$ cat src/bac_defs.vh
// constants for the buffer address, byte and load counters
`ifndef BAC_DEFS_VH
`define BAC_DEFS_VH
`define BAC_CLK_NS 20
`define BAC_LATCH_SET_NS 30
`define BAC_LATCH_SET_CYC ((`BAC_LATCH_SET_NS + `BAC_CLK_NS - 1) / `BAC_CLK_NS)
`define BAC_REG_CTRL 4'h0
`define BAC_REG_ADDR 4'h4
`define BAC_REG_COUNT 4'h8
`define BAC_REG_SENSE 4'hC
`define BAC_CTRL_BUF_OPT 0
`define BAC_CTRL_OFFLINE 1
`define BAC_CTRL_READ_BTN 2
`define BAC_CTRL_RESET 2'h0
`define BAC_LATCH_LSB 16
`define BAC_LOAD_LSB 8
`define BAC_RESP_OKAY 2'h0
`define BAC_RESP_DECERR 2'h3
`endif

$ cat src/bac_counters.v
// buffer address counter, address latch, byte counter and load counter
//
// Implementation choices: the placing of the registers and the AXI4-Lite interface to the registers.
`include "bac_defs.vh"

module bac_counters #(
  parameter ADDR_W = 14,
  parameter BYTE_W = 3,
  parameter LOAD_W = 2
) (
  // clock and machine reset
  input wire ref_clk,
  input wire srst,
  // axi4-lite write address
  input wire [3:0] s_axi_awaddr,
  input wire s_axi_awvalid,
  output reg s_axi_awready,
  // axi4-lite write data
  input wire [31:0] s_axi_wdata,
  input wire [3:0] s_axi_wstrb,
  input wire s_axi_wvalid,
  output reg s_axi_wready,
  // axi4-lite write response
  output reg [1:0] s_axi_bresp,
  output reg s_axi_bvalid,
  input wire s_axi_bready,
  // axi4-lite read address
  input wire [3:0] s_axi_araddr,
  input wire s_axi_arvalid,
  output reg s_axi_arready,
  // axi4-lite read data
  output reg [31:0] s_axi_rdata,
  output reg [1:0] s_axi_rresp,
  output reg s_axi_rvalid,
  input wire s_axi_rready,
  // timing pulses
  input wire timing_pulse_nine,
  input wire timing_pulse_ten,
  input wire timing_pulse_nineteen,
  // address counter control
  input wire address_step_pulse,
  input wire count_up_gate,
  input wire count_down_gate,
  input wire address_step_latch,
  input wire address_plus_one_latch,
  input wire address_clear,
  input wire set_address_command,
  input wire channel_bytes_load,
  input wire [7:0] channel_byte_high,
  input wire [7:0] channel_byte_low,
  input wire b_register_load,
  input wire [ADDR_W-1:0] b_register,
  // byte counter control
  input wire end_of_search_proceed,
  input wire data_proceed,
  input wire character_mode,
  input wire graphic_order,
  input wire character_order,
  input wire transfer_order,
  input wire stroke_mode_search_pen_hit,
  input wire preceding_graphic_mode,
  input wire pen_detect_trigger,
  input wire counter_sample,
  input wire remembered_search,
  // load counter control
  input wire early_status,
  input wire service_out,
  input wire command_accept,
  input wire command_completed,
  input wire timing_period_three,
  input wire timing_period_four,
  input wire word_hold,
  input wire set_function_key_lights,
  input wire read_manual_inputs,
  input wire read_position,
  input wire sense_command,
  // counter outputs
  output reg [ADDR_W-1:0] buffer_address_counter,
  output reg [ADDR_W-1:0] address_latch,
  output reg read_start,
  output reg [BYTE_W-1:0] byte_count,
  output reg [LOAD_W-1:0] load_count
);

  localparam [2:0] LT_IDLE = 3'b001;
  localparam [2:0] LT_CLEAR = 3'b010;
  localparam [2:0] LT_SET = 3'b100;
  localparam [31:0] SET_CYC_FULL = `BAC_LATCH_SET_CYC;
  localparam [1:0] SET_CYC = SET_CYC_FULL[1:0];

  reg [1:0] ctrl;
  reg read_btn;
  reg [3:0] aw_addr;
  reg [31:0] w_data;
  reg [3:0] w_strb;
  reg aw_ok;
  reg w_ok;
  reg [2:0] lt_state;
  reg [1:0] lt_cnt;
  reg pen_search;
  reg [BYTE_W-1:0] next_byte_count;
  reg [LOAD_W-1:0] next_load_count;
  reg [ADDR_W-1:0] next_address;
  reg [31:0] rd_word;
  reg rd_hit;

  wire buffer_option = ctrl[`BAC_CTRL_BUF_OPT];
  wire offline = ctrl[`BAC_CTRL_OFFLINE];
  wire start_strobe = timing_pulse_nine | read_btn;

  function is_count;
    input [BYTE_W-1:0] value;
    input [BYTE_W-1:0] target;
    begin
      is_count = (value == target);
    end
  endfunction

  // address counter next value, priority clear, load, up, down
  always @*
  begin
    next_address = buffer_address_counter;
    if (address_clear)
      next_address = {ADDR_W{1'b0}};
    // high byte bits 5:0 weigh 8192 down to 256
    else if (set_address_command && channel_bytes_load)
      next_address = {channel_byte_high[ADDR_W-9:0], channel_byte_low};
    else if (transfer_order && b_register_load)
      next_address = b_register;
    else if ((address_step_pulse && count_up_gate)
      || (timing_pulse_ten && address_step_latch)
      || (timing_pulse_nineteen && address_plus_one_latch)
      || (read_btn && offline))
      next_address = buffer_address_counter + 1'b1;
    else if (address_step_pulse && count_down_gate)
      next_address = buffer_address_counter - 1'b1;
  end

  always @(posedge ref_clk)
  begin
    if (srst)
      buffer_address_counter <= {ADDR_W{1'b0}};
    else
      buffer_address_counter <= next_address;
  end

  // latch load: clear phase, then set phase samples the counter
  always @(posedge ref_clk)
  begin
    if (srst)
    begin
      lt_state <= LT_IDLE;
      lt_cnt <= 2'h0;
      address_latch <= {ADDR_W{1'b0}};
      // machine reset counts as a start strobe
      read_start <= 1'b1;
    end
    else
    begin
      read_start <= start_strobe;
      // a new start strobe restarts the clear phase
      if (start_strobe)
      begin
        address_latch <= {ADDR_W{1'b0}};
        lt_state <= LT_CLEAR;
        lt_cnt <= SET_CYC - 2'h1;
      end
      else
      begin
        case (lt_state)
          LT_IDLE:
          begin
            lt_cnt <= 2'h0;
          end
          LT_CLEAR:
          begin
            // clear phase lasts the set delay, set lands two edges after the strobe
            if (lt_cnt <= 2'h1)
              lt_state <= LT_SET;
            else
              lt_cnt <= lt_cnt - 2'h1;
          end
          LT_SET:
          begin
            address_latch <= buffer_address_counter;
            lt_state <= LT_IDLE;
          end
          default:
          begin
            lt_state <= LT_IDLE;
          end
        endcase
      end
    end
  end

  // byte counter
  // clears win over every step
  always @*
  begin
    next_byte_count = byte_count;
    if (end_of_search_proceed
      || (graphic_order && data_proceed && is_count(byte_count, 3'h3))
      || stroke_mode_search_pen_hit
      || (counter_sample && is_count(byte_count, 3'h6))
      || (character_order && buffer_option)
      || (transfer_order && data_proceed && buffer_option
        && is_count(byte_count, 3'h1)))
      next_byte_count = {BYTE_W{1'b0}};
    else if (graphic_order && buffer_option && pen_detect_trigger && counter_sample
      && ((!is_count(byte_count, 3'h3) && !is_count(byte_count, 3'h6))
        || (is_count(byte_count, 3'h3) && !remembered_search)))
      next_byte_count = byte_count + 1'b1;
    else if (data_proceed && !character_mode && !character_order
      && !is_count(byte_count, 3'h3)
      && (!pen_search || preceding_graphic_mode))
      next_byte_count = byte_count + 1'b1;
  end

  always @(posedge ref_clk)
  begin
    if (srst)
    begin
      byte_count <= {BYTE_W{1'b0}};
      pen_search <= 1'b0;
    end
    else
    begin
      byte_count <= next_byte_count;
      // remembers a search pen hit until its stepping ends
      if (stroke_mode_search_pen_hit)
        pen_search <= 1'b1;
      else if (end_of_search_proceed
        || (graphic_order && data_proceed && is_count(byte_count, 3'h3)))
        pen_search <= 1'b0;
    end
  end

  // load counter
  // clears win over steps
  always @*
  begin
    next_load_count = load_count;
    if ((early_status && service_out && command_accept)
      || command_completed)
      next_load_count = {LOAD_W{1'b0}};
    else if ((timing_period_four && set_address_command && buffer_option
        && load_count == 2'h0)
      || (timing_period_four && set_function_key_lights
        && load_count != 2'h3)
      || (timing_period_three && word_hold
        && ((read_manual_inputs && load_count != 2'h2)
          || ((read_position || sense_command) && load_count != 2'h3))))
      next_load_count = load_count + 1'b1;
  end

  always @(posedge ref_clk)
  begin
    if (srst)
      load_count <= {LOAD_W{1'b0}};
    else
      load_count <= next_load_count;
  end

  // register read decode
  // unmapped offsets answer with a decode error
  always @*
  begin
    rd_word = 32'h0000_0000;
    rd_hit = 1'b1;
    case (s_axi_araddr)
      `BAC_REG_CTRL:
        rd_word[1:0] = ctrl;
      `BAC_REG_ADDR:
      begin
        rd_word[ADDR_W-1:0] = buffer_address_counter;
        rd_word[`BAC_LATCH_LSB +: ADDR_W] = address_latch;
      end
      `BAC_REG_COUNT:
      begin
        rd_word[BYTE_W-1:0] = byte_count;
        rd_word[`BAC_LOAD_LSB +: LOAD_W] = load_count;
      end
      `BAC_REG_SENSE:
      begin
        // third and fourth sense bytes
        rd_word[7:0] = buffer_address_counter[7:0];
        rd_word[13:8] = buffer_address_counter[13:8];
      end
      default:
        rd_hit = 1'b0;
    endcase
  end

  // axi4-lite slave
  // readies stay low from take until the response handshake
  always @(posedge ref_clk)
  begin
    if (srst)
    begin
      s_axi_awready <= 1'b1;
      s_axi_wready <= 1'b1;
      s_axi_bvalid <= 1'b0;
      s_axi_bresp <= `BAC_RESP_OKAY;
      s_axi_arready <= 1'b1;
      s_axi_rvalid <= 1'b0;
      s_axi_rdata <= 32'h0000_0000;
      s_axi_rresp <= `BAC_RESP_OKAY;
      aw_ok <= 1'b0;
      w_ok <= 1'b0;
      aw_addr <= 4'h0;
      w_data <= 32'h0000_0000;
      w_strb <= 4'h0;
      ctrl <= `BAC_CTRL_RESET;
      read_btn <= 1'b0;
    end
    else
    begin
      read_btn <= 1'b0;
      if (s_axi_awvalid && s_axi_awready)
      begin
        aw_addr <= s_axi_awaddr;
        aw_ok <= 1'b1;
        s_axi_awready <= 1'b0;
      end
      if (s_axi_wvalid && s_axi_wready)
      begin
        w_data <= s_axi_wdata;
        w_strb <= s_axi_wstrb;
        w_ok <= 1'b1;
        s_axi_wready <= 1'b0;
      end
      if (aw_ok && w_ok && !s_axi_bvalid)
      begin
        aw_ok <= 1'b0;
        w_ok <= 1'b0;
        s_axi_bvalid <= 1'b1;
        s_axi_bresp <= `BAC_RESP_OKAY;
        case (aw_addr)
          `BAC_REG_CTRL:
          begin
            if (w_strb[0])
            begin
              ctrl <= w_data[1:0];
              read_btn <= w_data[`BAC_CTRL_READ_BTN];
            end
          end
          `BAC_REG_ADDR, `BAC_REG_COUNT, `BAC_REG_SENSE:
            s_axi_bresp <= `BAC_RESP_OKAY;
          default:
            s_axi_bresp <= `BAC_RESP_DECERR;
        endcase
      end
      if (s_axi_bvalid && s_axi_bready)
      begin
        s_axi_bvalid <= 1'b0;
        s_axi_awready <= 1'b1;
        s_axi_wready <= 1'b1;
      end
      if (s_axi_arvalid && s_axi_arready)
      begin
        s_axi_arready <= 1'b0;
        s_axi_rvalid <= 1'b1;
        s_axi_rdata <= rd_word;
        s_axi_rresp <= rd_hit ? `BAC_RESP_OKAY : `BAC_RESP_DECERR;
      end
      if (s_axi_rvalid && s_axi_rready)
      begin
        s_axi_rvalid <= 1'b0;
        s_axi_arready <= 1'b1;
      end
    end
  end

endmodule // bac_counters

$ cat config.mk
export PLATFORM = sky130hd
export DESIGN_NAME = bac_counters
export DESIGN_NICKNAME = d
export VERILOG_FILES = /design/src/bac_counters.v
export VERILOG_INCLUDE_DIRS = /design/src /design/src/src
export SDC_FILE = /design/constraint.sdc
export NUM_CORES = 1
export LEC_CHECK = 0
export BUFFER_PORTS_ARGS = -buffer_cell sky130_fd_sc_hd__buf_2
export CORE_UTILIZATION = 51
export DETAILED_ROUTE_END_ITERATION = 10
export HOLD_SLACK_MARGIN = 0.1
export PLACE_DENSITY_LB_ADDON = 0.3
export SLEW_MARGIN = 15
export SYNTH_ARGS = -nofsm -noshare
export SYNTH_HDL_FRONTEND = slang
export SYNTH_SLANG_ARGS = --single-unit
$ cat constraint.sdc
create_clock -name ref_clk -period 7.26 [get_ports ref_clk]
set_input_delay 0.726 -clock ref_clk [delete_from_list [all_inputs] [get_ports ref_clk]]
set_output_delay 0.726 -clock ref_clk [all_outputs]
set_load 0.005 [all_outputs]
* Word level (Yosys, flattened, before mapping)
Cells that the tools add are included.
W data, S select, Z words.
** Cells by class
- Add/sub/neg operators :: 5
- Multipliers :: 0
- Div/mod/pow operators :: 0
- $lt $le $gt $ge :: 1
- Equality and inequality tests :: 19
- Shift operators :: 0
- Muxes and demuxes :: 23
- Bitwise gates (word level) :: 5
- Reductions and logical operators :: 88
** Operators by type and width (number)
- $mux W14 :: 5
- $logic_and A1 B1 Y1 :: 42
- $eq A4 B4 Y1 const B :: 4
- $reduce_or A2 Y1 :: 8
- $logic_or A1 B1 Y1 :: 15
- $add A14 B1 Y14 const B :: 1
- $sub A14 B1 Y14 const B :: 1
- $reduce_or A4 Y1 :: 3
- $ne A2 B2 Y1 const B :: 5
- $mux W3 :: 3
- $eq A4 B3 Y1 const B :: 2
- $logic_not A4 Y1 :: 2
- $mux W2 :: 4
- $pmux W2 S2 :: 2
- $reduce_and A2 Y1 :: 4
- $logic_not A1 Y1 :: 7
- $eq A3 B1 Y1 const B :: 2
- $eq A3 B2 Y1 const B :: 2
- $eq A3 B3 Y1 const B :: 2
- $ne A3 B3 Y1 const B :: 2
- $pmux W2 S3 :: 1
- $pmux W3 S2 :: 1
- $reduce_bool A2 Y1 :: 3
- $mux W5 :: 1
- 13 further kinds :: 19
** Word-level totals
- Bits in registers :: 90
- Bits in latches :: 0
- Memory bits (writable) :: 0
- ROM bits :: 0
- Input port bits :: 115
- Output and inout port bits :: 75
- Word-level logic and storage cells :: 166
- Memories kept :: 0

* Logic depth before layout (Yosys ltp)
Gate-level depths: netlist of run 1.
- Depth after elaboration :: 8
- Gate-level depth with buffers :: 11
- Gate-level depth less buffers :: 10

* Worst setup path before layout of run 1
Ideal clock, no wire load.
- Kind :: input-to-reg
- Start :: in address_step_pulse
- End :: reg buffer_address_counter[10]
- Setup time :: 0.086 ns
- Arrival time :: 2.823 ns
- Required time :: 7.174 ns
- Slack :: 4.350 ns
- Stages on the path :: 11
- Buffers on the path :: 1
- Path through :: a22oi_2 -> nand2_1 -> clkbuf_1 -> xnor2_1 -> ha_1 -> nor4_4 -> nand4b_2 -> nor4b_2 -> nor2_1 -> o31a_1 -> a221oi_2
** Between the ends
- Word-level cells in the longest chain between the ends :: 7
- Elaborated cells on any way between the ends :: 9
- Classes of those cells :: mux (3); reduce/logical (6)
** Ends and longest elaborated chain
- from (decl) :: RTL line bac_counters.v:41 : input wire address_step_pulse,
- $logic_and A1 B1 Y1 :: RTL line bac_counters.v:130 : else if ((address_step_pulse && count_up_gate)
- $logic_or A1 B1 Y1 :: RTL line bac_counters.v:131 : || (timing_pulse_ten && address_step_latch)
- $logic_or A1 B1 Y1 :: RTL line bac_counters.v:132 : || (timing_pulse_nineteen && address_plus_one_latch)
- $logic_or A1 B1 Y1 :: RTL line bac_counters.v:133 : || (read_btn && offline))
- $mux W14 :: RTL line bac_counters.v:130
- $mux W14 :: RTL line bac_counters.v:128 : else if (transfer_order && b_register_load)
- $mux W14 :: RTL line bac_counters.v:126 : else if (set_address_command && channel_bytes_load)
- to (signal assigned) :: RTL line bac_counters.v:142 : buffer_address_counter <= {ADDR_W{1'b0}};
- to (signal assigned) :: RTL line bac_counters.v:144 : buffer_address_counter <= next_address;
- to (decl) :: RTL line bac_counters.v:78 : output reg [ADDR_W-1:0] buffer_address_counter,
Parallel ways exist; a longest one is shown, timed or not.
A chain may end at the register's enable or synchronous reset.

* Worst setup path after layout of run 1
- Start :: in address_step_pulse
- End :: reg buffer_address_counter[12]
Same word-level chain as after synthesis.

==> results of run 1 <==
worst paths after layout:
path | startpoint | endpoint | slack [ns] | cells past startpoint
worst max-delay path | address_step_pulse | buffer_address_counter[12] | 4.20 | 11
worst min-delay path | lt_cnt[1] | lt_cnt[1] | 0.44 | 2
worst max register to register | s_axi_arready | s_axi_rdata[26] | 4.28 | 6
worst min register to register | lt_cnt[1] | lt_cnt[1] | 0.44 | 2
state kept, by name (all words and copies together) (netlist names):
name / cells
address_latch: 14
read_start: 1
aw_addr: 4
read_btn: 1
ctrl: 2
load_count: 2
pen_search: 1
w_ok: 1
lt_cnt: 2
s_axi_rdata: 28
s_axi_wready: 1
s_axi_awready: 1
s_axi_rvalid: 1
s_axi_bresp: 1
byte_count: 3
lt_state: 3
w_data: 3
s_axi_rresp: 1
aw_ok: 1
s_axi_bvalid: 1
w_strb: 1
buffer_address_counter: 14
s_axi_arready: 1
report_power, final:
group	leakage [µW]	switching [µW]	internal (µW)	total (µW)
Combinational	0.00140	87.5	69.3	157
Clock	0.000102	179	194	373
Sequential	0.000716	26.4	496	523
Yosys cell counts (4+ instances only):
| cell | instances | area, µm² |
|---|---|---|
| buf_4 | 6 | 45.04 |
| o22ai_1 | 9 | 56.30 |
| o2111ai_1 | 4 | 35.03 |
| dfxtp_1 | 88 | 1762 |
| xnor2_1 | 9 | 78.83 |
| nor2_1 | 60 | 225.2 |
| nor3_1 | 9 | 45.04 |
| a22oi_1 | 33 | 247.7 |
| and2_1 | 4 | 25.02 |
| a211oi_1 | 4 | 30.03 |
| o221ai_1 | 5 | 43.79 |
| a31oi_1 | 5 | 31.28 |
| nand2_1 | 81 | 304.0 |
| ha_1 | 9 | 112.6 |
| inv_1 | 14 | 52.55 |
| o21ai_0 | 22 | 110.1 |
| buf_1 | 4 | 15.01 |
| clkbuf_1 | 23 | 86.33 |
| mux2i_1 | 7 | 70.07 |
| buf_2 | 7 | 35.03 |
| nand3_1 | 27 | 135.1 |
| a21oi_1 | 42 | 210.2 |
cells in the final DEF, fill, tap and decap left out, types with 3 or more instances in the layout:
cell type	instances
ha_1	9
and2_1	4
a211oi_1	4
and3_1	3
nand2_1	81
nor2_1	60
xnor2_1	9
nor4b_1	3
o22ai_1	9
dfxtp_1	88
o2111ai_1	4
buf_2	151
inv_1	14
nor3_2	3
a31oi_1	5
a21oi_1	42
a22oi_1	33
or3_1	3
nand3_1	27
mux2i_1	7
o21ai_0	22
conb_1	4
nor3_1	9
o221ai_1	5
clkbuf_8	9
nand4_1	3
nor4_1	3
through the flow:
stage | cells | setup WS (ns) | area, µm² | utilization [%]
global route | 764 | 3.938 | 5211 | 63.74
CTS | 764 | 4.201 | 5211 | 63.74
floorplan | 534 | 4.350 | 4304 | -
detailed placement | 749 | 3.844 | 4995 | 61.10
finish | 764 | 4.204 | 5211 | 63.74
global placement | 749 | 3.931 | 4995 | 61.10
cell families (layout without fill, tap and decap cells):
kind of cell | Yosys count | in the layout | synth area share (%)
muxes | 8 | 8 | 1.895
and+or+nand+nor | 213 | 213 | 23.38
AOI/OAI and AO/OA | 145 | 145 | 22.76
adders and majority gates | 9 | 9 | 2.623
DFF | 88 | 88 | 41.04
other | 1 | 4 | 0.08735
buffers and inverters | 56 | 181 | 5.975
xor gates and xnor gates | 11 | 11 | 2.244
area by class of cell:
| class | count | area (µm²) |
|---|---|---|
| Fill cell | 754 | 2964 |
| Timing Repair Buffer | 152 | 763.2 |
| Multi-Input combinational cell | 390 | 2286 |
| Clock buffer | 9 | 123.9 |
| Inverter | 14 | 52.55 |
| Tap cell | 105 | 131.4 |
| Clock inverter | 6 | 92.59 |
| Sequential cell | 88 | 1762 |
routing by layer:
metal	share of wire [%]	wire length (µm)	global-route usage [%]	vias to the layer above
met5	0	0	0	-
met4	1.4	170	9.231	0
met3	8.3	987	7.524	24
met2	48	5744	47.75	197
met1	42	4960	33.48	2073
li1	-	-	-	2137
worst register-to-register path, cell delays in order (launching register included):
cell and delay (ns):
dfxtp_1 0.38, nand2_1 0.63, nor3_2 0.66, and2_1 0.48
and2b_1 0.52, a22oi_1 0.13, nor2_1 0.13
==> results.py, run 1 <==
metrics = {
    "status": {
        "status": "finished, final reports clean",
    },
    "grt": {
        "grt_pass1_vias": 4158,
        "grt_pass1_wl_um": 19320,
        "antenna_found_initial": 0,
        "grt_max_degree": 57,
        "grt-ovfl-total": 0,
        "grt.total_usage_pct": 27.84,
    },
    "worst_setup_path": {
        "cpPeakStageDelay_ns": 0.48,
        "critical-path-top-delay-family": "compound AO/OA/AOI/OAI gates",
        "cp_data_arrival_time_ns": 3.30,
        "path_common_cell": "nand2_1",
        "worst_setup_path_start_kind": "primary input",
        "crit_buf_inv": 1,
        "critical_path_class": "in2reg",
        "endpoint_kind": "flop",
        "cp_slowest_cell": "a2111oi_0",
        "cp_max_fo": 12,
        "required_ns": 7.50,
        "path_cells": "buf_2, a22oi_2, nand2_1, xnor2_1, ha_1, nor4_4, nand2_1, a22oi_1, nor2_1, a2111oi_0, o32ai_1",
    },
    "sta": {
        "fin_skew_ns": 0.01144,
        "finalCritPeriodShare_pct": 42.09,
        "final_hold_viol_count": 0,
        "drv_slew": 0,
        "slew_headroom_pct": 28.85,
        "rsz0062_at_grt": "false",
        "worstMarginPinSlew_ns": 1.065,
        "setup_tns_ns": 0,
        "setup_viol": 0,
        "hold_ws_ns": 0.4365,
        "clock.fmax_mhz": 327.2,
        "period_minus_slack_ns": 3.056,
    },
    "synthesis": {
        "synth_cell_types": 64,
        "ys_ff_latch": 88,
        "synth_edf_count": 0,
        "synthCells": 531,
        "yosys_warnings": 0,
        "ys.flop_type": "dfxtp_1",
        "seq_area_frac_synth_pct": 41.04,
        "async_flop_share_pct": 0,
        "syn-mean-instance-area_um2": 8.084,
        "syn_area_mm2": 0.004293,
    },
    "clock_network": {
        "cts_hold_buf": 0,
        "ctsResizeCount": 0,
        "cts-root-buf": "clkbuf_8",
        "clock-sinks": 88,
        "numCtsBuffers": 9,
        "clk_latency_ns": 0.36,
        "htreeDepth": 3,
        "clkSlewWorstSetupHoldPaths_ns": 0.09,
        "cts_buffer_depth": 2,
        "cts_tree": "built",
        "cts_setup_buffers": 0,
    },
    "placed_design": {
        "hpwl_um": 8612,
        "portBuffers": 151,
        "place.gp.congestion": 0.9327,
    },
    "detailed_routing": {
        "ant_nets": 0,
        "drc": 0,
        "viasPerCell": 5.800,
        "wl_um": 11860,
        "wl_per_cell_um": 15.53,
        "vias": 4431,
        "drt_iter0_markers": 242,
        "drt_pass1_iterations": 5,
    },
    "run": {
        "maxCapViolCount": 0,
    },
    "pwr": {
        "finalPower_uw": 1053,
        "p_leak_uw": 0.002221,
        "peakVddDrop_mv": 0.1475,
        "power_density_mw_per_mm2": 202.1,
    },
    "finish": {
        "antenna_cells": 0,
        "syn2layout_area_growth_pct": 21.39,
        "nNetsFinal": 779,
        "drive_gt1_share_pct": 27.77,
    },
    "worst_hold_path": {
        "hp-class": "reg2reg",
    },
    "floorplanning": {
        "num_rows": 33,
        "core_area_mm2": 0.008175,
        "die-height_um": 93.75,
        "dieArea_mm2": 0.008788,
        "die_w_um": 93.75,
        "start_util_pct": 52.51,
        "pin_count": 190,
    },
}
Power figures use the tool's default switching activity.
==> run 2: changes to the inputs <==
Settings changed: ABC_AREA set to 1, CORE_UTILIZATION 51 to 48.
Clock period 7.26 ns to 2.89 ns, I/O delays scaled along.
==> run 2 against run 1 <==
Clock skew up 0.0016 ns; non-clock buffer count up 6; cell area up 7.4%; sequential share of layout area down 2.3 points; synthesized cell count up 23%; wire length up 3.5%; sequential power rose to 2.5 times the previous value; register-to-register slack worse by 3.5 ns; global-route usage down 2.7 points.
==> results.py, run 2 <==
metrics = {
    "pwr": {
        "power_density_mw_per_mm2": 496.1,
        "internal_power_uw": 1918,
        "p_seq_share_pct": 47.8,
        "swShare_pct": 30.91,
        "p_clk_share_pct": 32.4,
        "peakVddDrop_mv": 0.2914,
        "p_sw_uw": 858.3,
        "power_frac_comb_pct": 19.8,
        "p_leak_uw": 0.002662,
    },
    "finish": {
        "antenna_cells": 0,
        "final_common_cell": "buf_2",
        "final_cell_mix": "buf_2, nand2_1, dfxtp_1, nor2_1, a21oi_1",
        "nNetsFinal": 919,
        "regMostFlops": "s_axi_rdata",
        "drive_gt1_share_pct": 26.88,
        "syn2layout_area_growth_pct": 22.62,
        "largest_register_ffs": 28,
        "fin_cells": 929,
        "top_regs": "s_axi_rdata (28), address_latch (14), buffer_address_counter (14)",
    },
    "detailed_routing": {
        "drt_iter0_markers": 258,
        "wl_um": 12270,
        "drt_pass1_iterations": 5,
        "vias": 4713,
        "wl_per_cell_um": 13.21,
        "drc": 0,
        "viasPerCell": 5.073,
        "ant_nets": 0,
    },
    "sta": {
        "period_minus_slack_ns": 2.145,
        "setup_ws_ns": 0.7449,
        "drv_slew": 0,
        "fin_skew_ns": 0.01301,
        "rsz0062_at_grt": "false",
        "setup_viol": 0,
        "final_hold_viol_count": 0,
        "slew_headroom_pct": 41.27,
        "clock.fmax_mhz": 466.2,
        "finalCritPeriodShare_pct": 74.23,
        "worstMarginPinSlew_ns": 0.8755,
        "setup_tns_ns": 0,
        "hold_ws_ns": 0.1595,
    },
    "floorplanning": {
        "core_area_mm2": 0.009240,
        "pin_count": 190,
        "start_util_pct": 49.40,
        "dieArea_mm2": 0.009903,
        "die-height_um": 99.52,
        "num_rows": 35,
        "die_w_um": 99.52,
    },
    "clock_network": {
        "clkSlewWorstSetupHoldPaths_ns": 0.10,
        "cts-root-buf": "clkbuf_8",
        "numCtsBuffers": 9,
        "clock-sinks": 88,
        "htreeDepth": 3,
        "cts_buffer_depth": 2,
        "cts_setup_buffers": 0,
        "cts_hold_buf": 0,
        "cts_tree": "built",
        "ctsResizeCount": 0,
        "clk_latency_ns": 0.36,
    },
    "grt": {
        "grt-ovfl-total": 0,
        "antenna_found_initial": 0,
        "grt_pass1_vias": 4248,
        "grt_pass1_wl_um": 19950,
        "grt_max_degree": 37,
        "grt.total_usage_pct": 25.19,
    },
    "worst_hold_path": {
        "whs_endpoint": "s_axi_arready",
        "hp-class": "in2reg",
        "hold_depth": 3,
        "worstHoldStart": "s_axi_rready",
    },
    "worst_setup_path": {
        "cpPeakStageDelay_ns": 0.38,
        "cp_slowest_cell": "dfxtp_1",
        "endpoint_kind": "flop",
        "critical-path-top-delay-family": "simple AND/OR/NAND/NOR gates",
        "path_cells": "nand2_2, nand2_4, inv_2, nand2_4, nand2_1, nand2_1, inv_1, ha_1, inv_1, nand2_1, nand3_1, nand3_2, xnor2_1, o21ai_0, a21oi_1",
        "cp_max_fo": 21,
        "r2r_end": "buffer_address_counter[4]",
        "rrSetupSlack_ns": 0.74,
        "crit_buf_inv": 3,
        "worst_setup_path_start_kind": "flop",
        "reg2reg_from": "ctrl[1]",
        "cp_data_arrival_time_ns": 2.43,
        "r2r_cells": 15,
        "critical_path_class": "reg2reg",
        "required_ns": 3.17,
        "path_common_cell": "nand2_1",
    },
    "run": {
        "maxCapViolCount": 0,
    },
    "synthesis": {
        "ys_top_cells_by_count": "nand2_1, dfxtp_1, nor2_1",
        "yosys_warnings": 0,
        "yosysMostFrequentCell": "nand2_1",
        "synth_area_leaders": "dfxtp_1, nand2_1, a21oi_1",
        "synth_edf_count": 0,
        "seq_area_frac_synth_pct": 38.60,
        "yosys.area.top_type": "dfxtp_1",
        "syn-mean-instance-area_um2": 7.001,
        "syn_area_mm2": 0.004564,
        "synth_top_area_share_pct": 38.60,
        "ys_ff_latch": 88,
        "synthCells": 652,
        "synth_cell_types": 41,
        "ys.flop_type": "dfxtp_1",
        "async_flop_share_pct": 0,
    },
    "placed_design": {
        "hpwl_um": 9535,
        "dp_cells": 913,
        "place_ws_ns": 0.7291,
        "place.gp.congestion": 0.9369,
        "portBuffers": 151,
    },
    "status": {
        "status": "finished, final reports clean",
    },
}
-- run 2: cell type report --
type / count / area [µm²]
clock buffers: 10 / 137.6
clock inverters: 6 / 72.57
fillers: 890 / 3643
inverters: 69 / 259.0
multi-input cells: 469 / 2396
flip-flops and latches: 88 / 1762
well taps: 129 / 161.4
repair buffers: 158 / 808.3
-- run 2: worst reg2reg max path: stages (launching register included) --
cell,delay [ns]
dfxtp_1,0.38
nand2_2,0.09
nand2_4,0.11
inv_2,0.05
nand2_4,0.18
nand2_1,0.08
nand2_1,0.10
inv_1,0.06
ha_1,0.17
inv_1,0.04
nand2_1,0.12
nand3_1,0.13
nand3_2,0.11
xnor2_1,0.23
o21ai_0,0.10
a21oi_1,0.12
-- run 2: how the worst max path moves through the flow --
stage / startpoint / to / slack, ns / depth (start not counted)
floorplan: ctrl[1] / buffer_address_counter[12] / 1.05 / 19
global route: s_axi_arready / s_axi_rdata[24] / 0.51 / 4
global placement: address_step_pulse / buffer_address_counter[8] / 0.76 / 19
CTS: ctrl[1] / buffer_address_counter[4] / 0.75 / 15
finish: ctrl[1] / buffer_address_counter[4] / 0.74 / 15
detailed placement: address_step_pulse / buffer_address_counter[12] / 0.73 / 19
-- run 2: metrics by stage --
step	total power [µW]	util, %	cell area [µm²]
global route	2931	60.57	5597
CTS	2786	60.57	5597
detailed placement	1899	58.29	5386
finish	2777	60.57	5597
global placement	1884	58.29	5386
floorplan	1712	-	4576
-- run 2: per-layer routing --
metal / track usage [%] / wire [µm] / part of all wire, % / vias to the layer above
li1: - / - / - / 2437
met1: 34.47 / 5837 / 48 / 2096
met2: 40.97 / 5564 / 45 / 167
met3: 4.919 / 737 / 6.0 / 13
met4: 5.995 / 136 / 1.1 / 0
met5: 0 / 0 / 0 / -
-- run 2: cell families (layout without fill, tap and decap cells) --
kind of cell | Yosys count | count (layout) | share of synthesized area (%)
other cells | 1 | 4 | 0.08216
buf+inv | 98 | 243 | 9.155
flops | 88 | 88 | 38.60
fa+ha+maj | 9 | 9 | 2.467
simple gates | 289 | 289 | 27.91
compound gates | 162 | 162 | 20.83
xor+xnor | 5 | 5 | 0.9596
-- run 2: power groups by stage --
| stage | sequential (µW) | combinational, µW | clock, µW |
|---|---|---|---|
| finish | 1330 | 549 | 900 |
| global route | 1340 | 622 | 974 |
| CTS | 1330 | 549 | 911 |
| detailed placement | 1350 | 545 | 0 |
| global placement | 1350 | 533 | 0 |
| floorplan | 1340 | 369 | 0 |
==> run 3: changes to the inputs <==
Clock period 2.89 ns to 2 ns, I/O delays scaled along.
==> run 3 against run 2 <==
Clock power increased by 46%; cell area increased by 3.6%; critical path depth increased by 1; highest routed layer unchanged.
==> results.py, run 3 (synthesized netlist as in run 2, its figures left out) <==
metrics = {
    "status": {
        "status": "finished, final reports clean",
    },
    "clock_network": {
        "numCtsBuffers": 9,
        "clk_latency_ns": 0.36,
        "cts_tree": "built",
        "clkSlewWorstSetupHoldPaths_ns": 0.10,
        "htreeDepth": 3,
        "cts_buffer_depth": 2,
        "clock-sinks": 88,
        "cts-root-buf": "clkbuf_8",
    },
    "pwr": {
        "power_density_mw_per_mm2": 702.2,
        "finalPower_uw": 4071,
        "power_frac_comb_pct": 21.0,
        "p_clk_share_pct": 32.1,
        "internal_power_uw": 2781,
        "p_seq_share_pct": 47.0,
        "p_leak_uw": 0.002759,
        "p_sw_uw": 1290,
        "peakVddDrop_mv": 0.4266,
        "swShare_pct": 31.68,
    },
    "sta": {
        "period_minus_slack_ns": 1.919,
        "slew_headroom_pct": 52.25,
        "fin_skew_ns": 0.01435,
        "final_hold_viol_count": 0,
        "setup_viol": 0,
        "worstMarginPinSlew_ns": 0.7123,
        "finalCritPeriodShare_pct": 95.94,
        "setup_tns_ns": 0,
        "clock.fmax_mhz": 521.2,
        "rsz0062_at_grt": "true",
        "drv_slew": 0,
    },
    "floorplanning": {
        "die_w_um": 99.52,
        "dieArea_mm2": 0.009903,
        "pin_count": 190,
        "start_util_pct": 49.40,
        "die-height_um": 99.52,
        "num_rows": 35,
        "core_area_mm2": 0.009240,
    },
    "worst_setup_path": {
        "endpoint_kind": "flop",
        "worst_setup_path_start_kind": "flop",
        "required_ns": 2.29,
        "cp_data_arrival_time_ns": 2.21,
        "cp_max_fo": 8,
        "critical_path_class": "reg2reg",
    },
    "grt": {
        "grt_pass1_wl_um": 20370,
        "antenna_found_initial": 0,
        "grt_max_degree": 37,
        "grt.total_usage_pct": 25.54,
        "grt_pass1_vias": 4426,
        "grt-ovfl-total": 0,
    },
    "worst_hold_path": {
        "hp-class": "in2reg",
    },
    "finish": {
        "drive_gt1_share_pct": 29.10,
        "largest_register_ffs": 28,
        "regMostFlops": "s_axi_rdata",
        "post-route-util_pct": 62.75,
        "final_cell_mix": "buf_2, nand2_1, dfxtp_1, nor2_1, a21oi_1",
        "antenna_cells": 0,
        "nNetsFinal": 937,
        "final_common_cell": "buf_2",
        "syn2layout_area_growth_pct": 27.03,
        "top_regs": "s_axi_rdata (28), address_latch (14), buffer_address_counter (14)",
    },
    "detailed_routing": {
        "ant_nets": 0,
        "vias": 4851,
        "drt_iter0_markers": 234,
        "wl_um": 12660,
        "drc": 0,
        "drt_pass1_iterations": 5,
        "viasPerCell": 5.122,
        "wl_per_cell_um": 13.37,
    },
    "placed_design": {
        "place.gp.congestion": 0.8790,
        "hpwl_um": 9592,
        "portBuffers": 151,
    },
    "run": {
        "maxCapViolCount": 0,
    },
}
==> run 3: worst paths after layout <==
check                                      from                    endpoint  slack [ns]  cells after the start
worst max-delay path                    ctrl[1]  buffer_address_counter[11]        0.08                     16
worst max register to register          ctrl[1]  buffer_address_counter[11]        0.08                     16
worst min-delay path            s_axi_awaddr[3]                  aw_addr[3]        0.12                      3
worst min register to register            aw_ok                       aw_ok        0.46                      2
==> run 3: cell type report <==
type	count	area, µm²
Clock buffer	9	123.9
Sequential cell	88	1764
Timing Repair Buffer	176	964.7
Inverter	69	259.0
Fill cell	845	3442
Tap cell	129	161.4
Clock inverter	7	83.83
Multi-Input combinational cell	469	2441
==> run 3: power groups by stage <==
stage | combinational [µW] | clock [µW] | sequential, µW
6_report | 853 | 1310 | 1910
5_1_grt | 954 | 1410 | 1920
4_1_cts | 829 | 1330 | 1910
3_5_place_dp | 814 | 0 | 1950
3_3_place_gp | 797 | 0 | 1950
2_1_floorplan | 533 | 0 | 1940
==> run 3: routing by layer <==
layer  GRT usage [%]  wire (µm)  vias to the layer above
met5               0          0                        -
met1           33.36       5828                     2196
met2           43.59       5899                      177
met3           4.287        801                       12
li1                -          -                     2466
met4           6.900        129                        0
==> run 3: repair_timing <==
action,in CTS,in global routing
hold endpoints to repair,8,0
endpoints found under the setup margin,0,12
hold buffers,7,0
setup buffers,0,1
gates resized for setup,0,15
==> run 3: critical path, cell delays in order (launching register included) <==
cell,delay (ns)
dfxtp_2,0.35
nand2_2,0.08
nand2_4,0.08
inv_2,0.08
nand2_4,0.05
buf_4,0.16
nand2_1,0.06
nand2_1,0.12
nor2_1,0.18
inv_1,0.07
nor2_2,0.10
nand3_1,0.10
nand2_1,0.08
nand2_1,0.05
nand3_1,0.10
nand2_1,0.08
a21oi_2,0.12
==> run 3: stage by stage <==
step                      instance area, µm²  setup slack [ns]  cells  hold slack [ns]
after global placement                  5461            0.1047    923           0.4127
after CTS                               5739           0.01322    946           0.1075
final                                   5798           0.08120    947           0.1169
after floorplan                         4576            0.1573    655           0.3127
after detailed placement                5461           0.05794    923           0.4363
after global routing                    5798          -0.01387    947           0.1190
